===== config.mk =====
export PLATFORM = sky130hd
export DESIGN_NAME = gtt_unit
export DESIGN_NICKNAME = d
export VERILOG_FILES = /design/src/inc/gtt_pkg.sv /design/src/core/gtt_unit.sv
export SDC_FILE = /design/constraint.sdc
export NUM_CORES = 1
export LEC_CHECK = 0
export BUFFER_PORTS_ARGS = -buffer_cell sky130_fd_sc_hd__buf_2
export CORE_ASPECT_RATIO = 0.9
export CORE_UTILIZATION = 40
export DETAILED_ROUTE_END_ITERATION = 7
export HOLD_SLACK_MARGIN = 0.08
export PLACE_DENSITY_LB_ADDON = 0.3
export SETUP_SLACK_MARGIN = 0.15
export SLEW_MARGIN = 20
export SYNTH_ARGS = -nofsm -noshare
export SYNTH_HDL_FRONTEND = slang
export SYNTH_SLANG_ARGS = --single-unit
export TNS_END_PERCENT = 50

===== constraint.sdc =====
create_clock -name clk -period 5.2 [get_ports clk]
set_input_delay 0.26 -clock clk [delete_from_list [all_inputs] [get_ports clk]]
set_output_delay 0.26 -clock clk [all_outputs]
set_load 0.02 [all_outputs]

===== src/inc/gtt_pkg.sv =====
/*
  package for the terminator and timeout unit: register map, reset values,
  timing counts and the bus carrier structs.
  assumes a 125 MHz clk and an avalon-mm slave with 32-bit data.
*/
// Functional notes
// - byte gap beyond limit raises io timeout
// - io limit 0..65535 ms, default 10010
// - dma message too long raises dma timeout
// - dma limit 0..65535 ms, default 10010
// - send one or two terminator bytes, optional eoi
// - four transmit sequences, optional second byte
// - defaults lf, cr lf, cr, lf cr with eoi
// - end reception on selected terminator match
// - byte with eoi always ends reception
// - receive choices lf, cr, comma, semicolon
package gtt_pkg;
  // register byte offsets
  localparam logic [7:0] OFS_CTRL = 8'h00;     // w: selects, starts; r: selects only
  localparam logic [7:0] OFS_STATUS = 8'h04;   // r: state; w1c error flags
  localparam logic [7:0] OFS_IOLIM = 8'h08;    // io timeout in ms
  localparam logic [7:0] OFS_DMALIM = 8'h0c;   // dma timeout in ms
  localparam logic [7:0] OFS_TXSEQ0 = 8'h10;   // tx sequences 0..3 at +4 each
  localparam logic [7:0] OFS_RXCHR0 = 8'h20;   // rx chars 0..3 at +4 each
  // ctrl fields
  localparam int CTRL_TXSEL = 0;   // 2 bits
  localparam int CTRL_RXSEL = 2;   // 2 bits
  localparam int CTRL_DMAGO = 4;   // write 1: message start pulse
  localparam int CTRL_DMAEND = 5;  // write 1: message done pulse
  localparam int CTRL_TXTERM = 6;  // write 1: append terminator pulse
  // status fields
  localparam int ST_IOTO = 0;
  localparam int ST_DMATO = 1;
  localparam int ST_RXEND = 2;
  localparam int ST_TXBUSY = 3;
  localparam int ST_DMARUN = 4;
  // tx sequence fields: [7:0] first, [15:8] second, [16] second valid, [17] eoi
  localparam int TX_B2V = 16;
  localparam int TX_EOI = 17;
  // ascii terminators
  localparam logic [7:0] CH_LF = 8'h0a;
  localparam logic [7:0] CH_CR = 8'h0d;
  localparam logic [7:0] CH_COMMA = 8'h2c;
  localparam logic [7:0] CH_SEMI = 8'h3b;
  // reset values
  localparam logic [15:0] IOLIM_RST = 16'd10010;
  localparam logic [15:0] DMALIM_RST = 16'd10010;
  localparam logic [17:0] TXSEQ_RST0 = {1'b1, 1'b0, 8'h00, CH_LF};
  localparam logic [17:0] TXSEQ_RST1 = {1'b1, 1'b1, CH_LF, CH_CR};
  localparam logic [17:0] TXSEQ_RST2 = {1'b1, 1'b0, 8'h00, CH_CR};
  localparam logic [17:0] TXSEQ_RST3 = {1'b1, 1'b1, CH_CR, CH_LF};
  localparam logic [8:0] RXCHR_RST0 = {1'b1, CH_LF};
  localparam logic [8:0] RXCHR_RST1 = {1'b1, CH_CR};
  localparam logic [8:0] RXCHR_RST2 = {1'b1, CH_COMMA};
  localparam logic [8:0] RXCHR_RST3 = {1'b1, CH_SEMI};
  // timing
  localparam int CLK_HZ = 125000000;
  localparam int TICK_MS = 1;
  localparam int TICK_CYC = CLK_HZ / 1000 * TICK_MS;
  // bus carrier
  typedef struct packed {
    logic read;
    logic write;
    logic [7:0] address;
    logic [31:0] writedata;
  } gtt_req_t;
  typedef struct packed {
    logic [7:0] data;
    logic eoi;
  } gtt_byte_t;
  typedef enum {TX_IDLE, TX_FIRST, TX_SECOND} gtt_txst_t;
endpackage


===== src/core/gtt_unit.sv =====
/*
  terminator framing and timeout supervision unit.
  assumes: avalon-mm master on clk; byte strobes from the handshake engine
  on the same clock (no synchronisers needed); txDone from that engine.
  limitation: a terminator request while a sequence is running is ignored.
*/
`timescale 1ns/1ps
module gtt_unit #(
  // cycles per millisecond tick; a bench may shorten it to keep runs brief
  parameter int TICK_CYC = gtt_pkg::TICK_CYC
) (
  input wire logic clk,
  input wire logic rst_n,
  input wire logic ce,
  input wire logic avsRead,
  input wire logic avsWrite,
  input wire logic [7:0] avsAddress,
  input wire logic [31:0] avsWritedata,
  output logic [31:0] avsReaddata,
  output logic avsWaitrequest,
  input wire logic rxValid,
  input wire logic [7:0] rxData,
  input wire logic rxEoi,
  input wire logic txDone,
  output logic txValid,
  output logic [7:0] txData,
  output logic txEoi,
  output logic rxEnd,
  output logic ioTimeout,
  output logic dmaTimeout
);
  gtt_pkg::gtt_req_t req;  // bundled bus request
  gtt_pkg::gtt_byte_t rxb; // bundled receive byte
  assign req = '{read: avsRead, write: avsWrite, address: avsAddress, writedata: avsWritedata};
  assign rxb = '{data: rxData, eoi: rxEoi};

  // register state
  logic [1:0] txSel, next_txSel;
  logic [1:0] rxSel, next_rxSel;
  logic [15:0] ioLim, next_ioLim;
  logic [15:0] dmaLim, next_dmaLim;
  logic [17:0] txSeq [4];
  logic [17:0] next_txSeq [4];
  logic [8:0] rxChr [4];
  logic [8:0] next_rxChr [4];
  // sticky flags: set by events, cleared by writing one to status
  logic ioTo, next_ioTo;       // sticky io timeout
  logic dmaTo, next_dmaTo;     // sticky dma timeout
  logic rxEndF, next_rxEndF;   // sticky end of reception
  logic [31:0] rdata, next_rdata;
  logic ack, next_ack;         // one-cycle waitrequest release
  logic waitQ, next_waitQ;     // registered waitrequest, high while idle
  // timer state; the tick counter runs free from reset
  // 17 bits hold any tick count up to 131071 cycles
  logic [16:0] tickCnt, next_tickCnt;
  logic tick;
  logic [15:0] ioMs, next_ioMs;
  logic [15:0] dmaMs, next_dmaMs;
  logic ioArm, next_ioArm;     // armed once a byte has moved
  logic dmaRun, next_dmaRun;
  // transmit sequencer
  gtt_pkg::gtt_txst_t txSt, next_txSt;
  logic [7:0] txD, next_txD;
  logic txV, next_txV;
  logic txE, next_txE;
  logic [17:0] txLatch, next_txLatch;

  // decode strobes; a write is taken in the ack cycle only
  // a read is decoded while waitrequest is still high so data stand in the answer cycle
  logic wrCycle, rdCycle;
  logic goPulse, endPulse, termPulse, byteMoved, rxMatch;
  assign wrCycle = req.write && ack;
  assign rdCycle = req.read && !ack;
  assign goPulse = wrCycle && req.address == gtt_pkg::OFS_CTRL && req.writedata[gtt_pkg::CTRL_DMAGO];
  assign endPulse = wrCycle && req.address == gtt_pkg::OFS_CTRL && req.writedata[gtt_pkg::CTRL_DMAEND];
  assign termPulse = wrCycle && req.address == gtt_pkg::OFS_CTRL && req.writedata[gtt_pkg::CTRL_TXTERM];
  // any byte in either direction restarts the gap count
  assign byteMoved = rxValid || txDone;
  // compare against the one selected character only
  assign rxMatch = rxValid && (rxb.data == rxChr[rxSel][7:0]);
  assign tick = (tickCnt == 17'(TICK_CYC - 1));

  // register file and bus answer
  always_comb begin
    next_txSel = txSel;
    next_rxSel = rxSel;
    next_ioLim = ioLim;
    next_dmaLim = dmaLim;
    next_txSeq = txSeq;
    next_rxChr = rxChr;
    next_rdata = rdata;
    next_ack = 1'b0;
    if ((req.read || req.write) && !ack) begin
      next_ack = 1'b1; // answer one cycle after the request appears
    end
    // the pin follows the answer flop exactly, one edge at a time
    next_waitQ = !next_ack;
    // read data are captured one edge early and held until the next read
    if (rdCycle) begin
      // unmapped addresses read as zero
      if (req.address == gtt_pkg::OFS_CTRL) begin
        next_rdata = {28'h0000000, rxSel, txSel};
      end else if (req.address == gtt_pkg::OFS_STATUS) begin
        next_rdata = {27'h0000000, dmaRun, txSt != gtt_pkg::TX_IDLE, rxEndF, dmaTo, ioTo};
      end else if (req.address == gtt_pkg::OFS_IOLIM) begin
        next_rdata = {16'h0000, ioLim};
      end else if (req.address == gtt_pkg::OFS_DMALIM) begin
        next_rdata = {16'h0000, dmaLim};
      end else if (req.address[7:4] == gtt_pkg::OFS_TXSEQ0[7:4] && req.address[1:0] == 2'b00) begin
        next_rdata = {14'h0000, txSeq[req.address[3:2]]};
      end else if (req.address[7:4] == gtt_pkg::OFS_RXCHR0[7:4] && req.address[1:0] == 2'b00) begin
        next_rdata = {23'h000000, rxChr[req.address[3:2]]};
      end else begin
        next_rdata = 32'h00000000;
      end
    end
    // writes land at the edge that ends the answer cycle; unmapped ones are dropped
    if (wrCycle) begin
      if (req.address == gtt_pkg::OFS_CTRL) begin
        next_txSel = req.writedata[gtt_pkg::CTRL_TXSEL +: 2];
        next_rxSel = req.writedata[gtt_pkg::CTRL_RXSEL +: 2];
      end else if (req.address == gtt_pkg::OFS_IOLIM) begin
        next_ioLim = req.writedata[15:0];
      end else if (req.address == gtt_pkg::OFS_DMALIM) begin
        next_dmaLim = req.writedata[15:0];
      end else if (req.address[7:4] == gtt_pkg::OFS_TXSEQ0[7:4] && req.address[1:0] == 2'b00) begin
        next_txSeq[req.address[3:2]] = req.writedata[17:0];
      end else if (req.address[7:4] == gtt_pkg::OFS_RXCHR0[7:4] && req.address[1:0] == 2'b00) begin
        next_rxChr[req.address[3:2]] = req.writedata[8:0];
      end
    end
  end

  // clock enable low freezes the register file
  always_ff @(posedge clk or negedge rst_n) begin
    if (!rst_n) begin
      txSel <= 2'b00;
      rxSel <= 2'b00;
      ioLim <= gtt_pkg::IOLIM_RST;
      dmaLim <= gtt_pkg::DMALIM_RST;
      txSeq[0] <= gtt_pkg::TXSEQ_RST0;
      txSeq[1] <= gtt_pkg::TXSEQ_RST1;
      txSeq[2] <= gtt_pkg::TXSEQ_RST2;
      txSeq[3] <= gtt_pkg::TXSEQ_RST3;
      rxChr[0] <= gtt_pkg::RXCHR_RST0;
      rxChr[1] <= gtt_pkg::RXCHR_RST1;
      rxChr[2] <= gtt_pkg::RXCHR_RST2;
      rxChr[3] <= gtt_pkg::RXCHR_RST3;
      rdata <= 32'h00000000;
      ack <= 1'b0;
      waitQ <= 1'b1;
    end else if (ce) begin
      txSel <= next_txSel;
      rxSel <= next_rxSel;
      ioLim <= next_ioLim;
      dmaLim <= next_dmaLim;
      txSeq <= next_txSeq;
      rxChr <= next_rxChr;
      rdata <= next_rdata;
      ack <= next_ack;
      waitQ <= next_waitQ;
    end
  end

  // timers and sticky flags; a new event beats a clear in the same cycle
  always_comb begin
    logic w1c;
    w1c = wrCycle && req.address == gtt_pkg::OFS_STATUS;
    next_tickCnt = tick ? 17'h00000 : tickCnt + 17'h00001;
    next_ioMs = ioMs;
    next_dmaMs = dmaMs;
    next_ioArm = ioArm;
    next_dmaRun = dmaRun;
    next_ioTo = ioTo && !(w1c && req.writedata[gtt_pkg::ST_IOTO]);
    next_dmaTo = dmaTo && !(w1c && req.writedata[gtt_pkg::ST_DMATO]);
    next_rxEndF = rxEndF && !(w1c && req.writedata[gtt_pkg::ST_RXEND]);
    // events below override those clears, so a timeout never gets lost
    // byte traffic restarts the gap count; ticks alone never clear it
    if (byteMoved) begin
      next_ioMs = 16'h0000;
      next_ioArm = 1'b1;
    end else if (ioArm && tick) begin
      // a limit of zero trips on the first tick after arming
      if (ioMs >= ioLim) begin
        next_ioTo = 1'b1;
        next_ioArm = 1'b0;
      end else begin
        next_ioMs = ioMs + 16'h0001;
      end
    end
    // dma timing runs only between a start and an end pulse
    if (goPulse) begin
      next_dmaMs = 16'h0000;
      next_dmaRun = 1'b1;
    end else if (endPulse) begin
      next_dmaRun = 1'b0;
    end else if (dmaRun && tick) begin
      if (dmaMs >= dmaLim) begin
        next_dmaTo = 1'b1;
        next_dmaRun = 1'b0;
      end else begin
        next_dmaMs = dmaMs + 16'h0001;
      end
    end
    // eoi ends reception whatever character is selected
    if (rxValid && (rxb.eoi || rxMatch)) begin
      next_rxEndF = 1'b1;
    end
  end

  // clock enable low freezes timers and flags as well
  always_ff @(posedge clk or negedge rst_n) begin
    if (!rst_n) begin
      tickCnt <= 17'h00000;
      ioMs <= 16'h0000;
      dmaMs <= 16'h0000;
      ioArm <= 1'b0;
      dmaRun <= 1'b0;
      ioTo <= 1'b0;
      dmaTo <= 1'b0;
      rxEndF <= 1'b0;
    end else if (ce) begin
      tickCnt <= next_tickCnt;
      ioMs <= next_ioMs;
      dmaMs <= next_dmaMs;
      ioArm <= next_ioArm;
      dmaRun <= next_dmaRun;
      ioTo <= next_ioTo;
      dmaTo <= next_dmaTo;
      rxEndF <= next_rxEndF;
    end
  end

  // terminator sequencer: holds each byte until the handshake engine takes it
  always_comb begin
    next_txSt = txSt;
    next_txD = txD;
    next_txV = txV;
    next_txE = txE;
    next_txLatch = txLatch;
    case (txSt)
      gtt_pkg::TX_IDLE: begin
        // only an idle sequencer accepts a request
        if (termPulse) begin
          // latch so a reselect mid-sequence cannot tear it
          next_txLatch = txSeq[txSel];
          next_txD = txSeq[txSel][7:0];
          next_txE = txSeq[txSel][gtt_pkg::TX_EOI] && !txSeq[txSel][gtt_pkg::TX_B2V];
          next_txV = 1'b1;
          next_txSt = gtt_pkg::TX_FIRST;
        end
      end
      gtt_pkg::TX_FIRST: begin
        if (txDone) begin
          // second byte carries eoi only when enabled
          if (txLatch[gtt_pkg::TX_B2V]) begin
            next_txD = txLatch[15:8];
            next_txE = txLatch[gtt_pkg::TX_EOI];
            next_txSt = gtt_pkg::TX_SECOND;
          end else begin
            // single byte: sequence complete
            next_txV = 1'b0;
            next_txE = 1'b0;
            next_txSt = gtt_pkg::TX_IDLE;
          end
        end
      end
      default: begin
        // second byte taken: back to idle
        if (txDone) begin
          next_txV = 1'b0;
          next_txE = 1'b0;
          next_txSt = gtt_pkg::TX_IDLE;
        end
      end
    endcase
  end

  // clock enable low holds the offered byte steady
  always_ff @(posedge clk or negedge rst_n) begin
    if (!rst_n) begin
      txSt <= gtt_pkg::TX_IDLE;
      txD <= 8'h00;
      txV <= 1'b0;
      txE <= 1'b0;
      txLatch <= 18'h00000;
    end else if (ce) begin
      txSt <= next_txSt;
      txD <= next_txD;
      txV <= next_txV;
      txE <= next_txE;
      txLatch <= next_txLatch;
    end
  end

  // outputs straight from flip-flops; waitrequest has its own flop so
  // the pin never comes from an inverter
  assign avsReaddata = rdata;
  assign avsWaitrequest = waitQ;
  assign txValid = txV;
  assign txData = txD;
  assign txEoi = txE;
  assign rxEnd = rxEndF;
  assign ioTimeout = ioTo;
  assign dmaTimeout = dmaTo;
endmodule // gtt_unit


* Word-level counts from Yosys, hierarchy flattened *
Cells that the tools add are included.

word-level totals
  bits in registers = 292
  input bits = 56
  output and inout bits = 46
  logic and storage cells = 181

cells by class
  add/subtract/negate cells = 3
  magnitude comparators = 6
  equality and inequality tests = 15
  multiplexer cells = 66
  bitwise operators = 7
  reduce and logical (&&, ||, !) cells = 56

operators with widths
  kind                                             number
  2-to-1 mux 18 bit                                10
  2-to-1 mux 16 bit                                7
  2-to-1 mux 32 bit                                3
  binary-select mux 18 bit (select 2 bit)          2
  bitwise mux 72 bit                               1
  one-hot mux 32 bit (2 select lines)              1
  2-to-1 mux 8 bit                                 5
  binary-select mux 9 bit (select 2 bit)           2
  bitwise mux 36 bit                               1
  demux 18 bit (select 2 bit)                      1
  2-to-1 mux 9 bit                                 4
  adder 16 x 1 -> 16 bit (second input constant)   2
  == test 32 x 1 -> 1 bit (second input constant)  1
  greater-or-equal comparator 16 bit               2
  zero test 32 bit                                 1
  nonzero test 32 bit                              1
  2-to-1 mux 1 bit                                 23
  logical AND 1 bit                                22
  demux 9 bit (select 2 bit)                       1
  adder 17 x 1 -> 17 bit (second input constant)   1
  == test 17 bit (second input constant)           1
  2-to-1 mux 17 bit                                1
  == test 8 x 4 -> 1 bit (second input constant)   2
  one-hot mux 8 bit (2 select lines)               1
  23 further kinds                                 57

* Logic depth before layout (Yosys ltp) *
  depth after elaboration = 10
  gate-level depth with buffers = 9
  gate-level depth less buffers = 8

* Worst setup path before layout *
No wires, ideal clock.

  path type = register to register
  from = register dmaLim[9]
  to = register dmaMs[10]
  data arrival time = 2.269 ns
  slack = 2.836 ns
  cell stages (with the launch flop) = 10
  path buffers = 1
  period minus slack after synthesis = 2.364 ns
  cell sequence = dfstp_2 inv_1 ha_1 a41o_1 a21oi_1 o22a_1 nand3_1 or3_1 clkbuf_1 o31ai_1

between the ends
  cells in the longest elaborated chain, start to end = 3

ends and longest elaborated chain
  what                                    RTL line         text
  start: declaration                      gtt_unit.sv:41   logic [15:0] dmaLim, next_dmaLim;
  start signal: assignment                gtt_unit.sv:140  dmaLim <= gtt_pkg::DMALIM_RST;
  start signal: assignment                gtt_unit.sv:156  dmaLim <= next_dmaLim;
  greater-or-equal comparator 16 bit      gtt_unit.sv:198  if (dmaMs >= dmaLim) begin
  inequality test 2 bit (no source line)  --
  AND reduction 4 bit (no source line)    --
  end signal: assignment                  gtt_unit.sv:225  dmaMs <= next_dmaMs;
  end: declaration                        gtt_unit.sv:58   logic [15:0] dmaMs, next_dmaMs;

Every way passes these cells.
A chain may end at the register's enable or synchronous reset.

* Worst setup path in the final report *
  from = register dmaLim[13]
  to = register dmaMs[11]

The elaborated chain is that of the path after synthesis.

==> flow_summary.yaml <==
outcome:
  outcome: "finished clean"
global_routing:
  grt_max_degree: 135
  grt-ovfl-total: 0
  antenna_found_initial: 1
  grt_pass1_wl_um: 52900
  grt_pass1_vias: 8925
  grt_usage_pct: 20.9
synth:
  syn_avg_cell_area_um2: 12.0
  synthCells: 1075
  seq_area_frac_synth_pct: 47.1
  yosys.area.top_type: "dfrtp_1"
  postSynth.asyncResetShare_pct: 100
  ys_types: 73
  synth_ff_type: "dfrtp_1"
  yosys_warnings: 0
  yosys-top-cells-area: "dfrtp_1 (36%), dfstp_2 (11%), mux2_2 (10%), mux4_2 (9.1%), ha_1 (3.4%)"
  yosys_register_bits: 240
  synth-edff-count: 0
  synth_top_cell_area_share_pct: 36.3
  syn-cell-area_um2: 12900
sta:
  clock.fmax_mhz: 325
  slew_headroom_pct: 28.0
  fin_crit_sh_pct: 59.2
  skew_ns: 0.0187
  tns_ns: 0
  grt_setup_unrepaired: "false"
  hold_viol_final: 0
  final-setup-viol-count: 0
  drv_slew: 0
  period_minus_slack_ns: 3.08
  tightest_slew_ns: 1.08
place:
  place.gp.congestion: 0.844
  io_buffers: 73
  hpwl_um: 23100
clocking:
  root_buffer: "clkbuf_16"
  cts_buffer_depth: 3
  numClockSinks: 240
  cts.reportedPaths.clkPinSlew_ns: 0.06
  ctsResizeCount: 0
  cts_tree: "built"
  numCtsBuffers: 26
  ctsHtreeMaxLevel: 1
  insertion_delay_ns: 0.54
worst_hold_path:
  hold_class: "in -> reg"
  whs_path_depth: 2
floorplanning:
  core_area_um2: 31300
  start_util_pct: 41.2
  die_w_um: 191
  die_h_um: 172
  rows: 61
  io_pins: 102
  dieArea_um2: 32900
final_layout:
  drive_above_1_share_pct: 31.4
  final_nets: 1233
  diodes: 0
  syn_to_final_growth_pct: 12.6
  fillers: 2821
run:
  cap_viol_max_count: 0
setup_path:
  worst_setup_path_start_kind: "flip-flop"
  crit_path_end_kind: "flip-flop"
  crit_required_ns: 5.64
  cp_max_fo: 18
  critPathArrivalTime_ns: 3.52
  ff2ff_path_depth: 8
  critPathKind: "reg -> reg"
drt:
  route.vias.total: 8944
  drtIter0Drc: 649
  drtAntennaViolNets: 0
  drcViolationCount: 0
  vias_per_cell: 5.70
  wl_um: 33100
  wl_per_cell_um: 21.1
  drtPass1Iterations: 5
pwr:
  p_per_area_nw_per_um2: 280
  max-vdd-ir-drop_mv: 0.212
  total_power_mw: 4.07
  p_leak_nw: 6.38
[kinds of logic after synthesis]
| group | after synthesis | share of synthesized area (%) |
|---|---|---|
| muxes | 207 | 22.5 |
| other | 1 | 0.0291 |
| DFF | 240 | 47.1 |
| buffers and inverters | 122 | 4.33 |
| xor gates and xnor gates | 26 | 1.77 |
| and+or+nand+nor | 257 | 11.2 |
| AOI/OAI and AO/OA | 187 | 9.58 |
| adders and majority gates | 35 | 3.40 |
[per-layer routing]
metal	track usage [%]	up-vias	share of wire [%]
met5	0	-	0
met4	4.90	0	2.3
met3	3.43	51	5.7
met2	31.8	272	44
met1	31.1	4525	48
li1	-	4096	-
[critical path: stages (launching register included)]
cell and delay [ns]:
dfstp_2 0.55, inv_1 0.09, ha_1 0.32, a21oi_1 0.15, nor2_1 0.06, a211oi_1 0.37
nand4_1 0.66, or4_1 0.68, o21ai_0 0.09
[cell usage after synthesis, drive strengths merged, types with 13 or more instances]
master  number
a21oi       38
and3        13
buf         37
clkbuf      34
dfrtp      187
dfstp       53
ha          35
inv         51
mux2       144
mux4        52
nand2       74
nand3       40
nand4       15
nor2        43
nor4        13
o21ai       65
or3         16
xnor2       22
[registers in the layout (all words and copies together), names as in the netlist, 2 cells and up]
signal and flops:
txSeq 72, rxChr 36, avsReaddata 18, tickCnt 17, dmaLim 16, dmaMs 16, ioLim 16, ioMs 16
txLatch 10, txData 8, rxSel 2, txSel 2, txSt 2
[timing repair]
action | 4_1_cts | 5_1_grt
hold buffers | 14 | 0
setup buffers | 0 | 0
endpoints found under the hold margin | 142 | 0
[per-stage QoR]
| stage | std cells | setup slack (ns) | hold WS (ns) | utilization [%] | area [um2] |
|---|---|---|---|---|---|
| floorplan | 1088 | 2.84 | -0.0356 | - | 12900 |
| global placement | 1509 | 2.08 | 0.369 | 43.3 | 13500 |
| detailed placement | 1509 | 2.06 | 0.375 | 43.3 | 13500 |
| CTS | 1568 | 2.19 | 0.0877 | 46.3 | 14500 |
| global route | 1568 | 1.92 | 0.102 | 46.4 | 14500 |
| finish | 1568 | 2.12 | 0.112 | 46.4 | 14500 |
[path summary, 6_finish.rpt]
kind	from	to	slack, ns
min reg2reg	txData[7]	txData[7]	0.47
max reg2reg	dmaLim[13]	dmaMs[11]	2.12
min	avsWritedata[1]	rxChr[19]	0.11
max	dmaLim[13]	dmaMs[11]	2.12
min in group asynchronous	rst_n	ioMs[13]	0.34
max in group asynchronous	rst_n	avsReaddata[2]	3.65
[cell usage in the layout, fill, tap and decap left out, types with 11 or more instances in the layout]
cell           count
and3_1            12
xnor2_1           22
ha_1              35
dlygate4sd3_1     14
mux4_2            52
inv_1             51
o21ai_0           65
mux2_1            30
nand2_1           72
nor2_1            36
or3_1             16
conb_1            14
dfrtp_1          187
buf_2             72
clkbuf_16         27
a21oi_1           38
nand3_1           39
mux2i_1           11
dfstp_2           53
mux2_2           114
nand4_1           15
[final cells by class]
type / count / area (um2) / share of cell area, %
inverter: 51 / 191 / 1.32
tap: 409 / 512 / 3.53
clock inverter: 6 / 60.1 / 0.414
timing repair buffer: 97 / 603 / 4.16
multi-input combinational: 726 / 6310 / 43.5
sequential: 240 / 6070 / 41.9
clock buffer: 39 / 761 / 5.24
[power breakdown]
part / internal, mW / switching (mW) / leakage, nW
registers: 1.92 / 0.0537 / 3.10
logic: 0.106 / 0.175 / 2.88
clock network: 1.05 / 0.760 / 0.397
total: 3.08 / 0.989 / 6.38
Note: power is estimated with default switching activity, not from simulation.
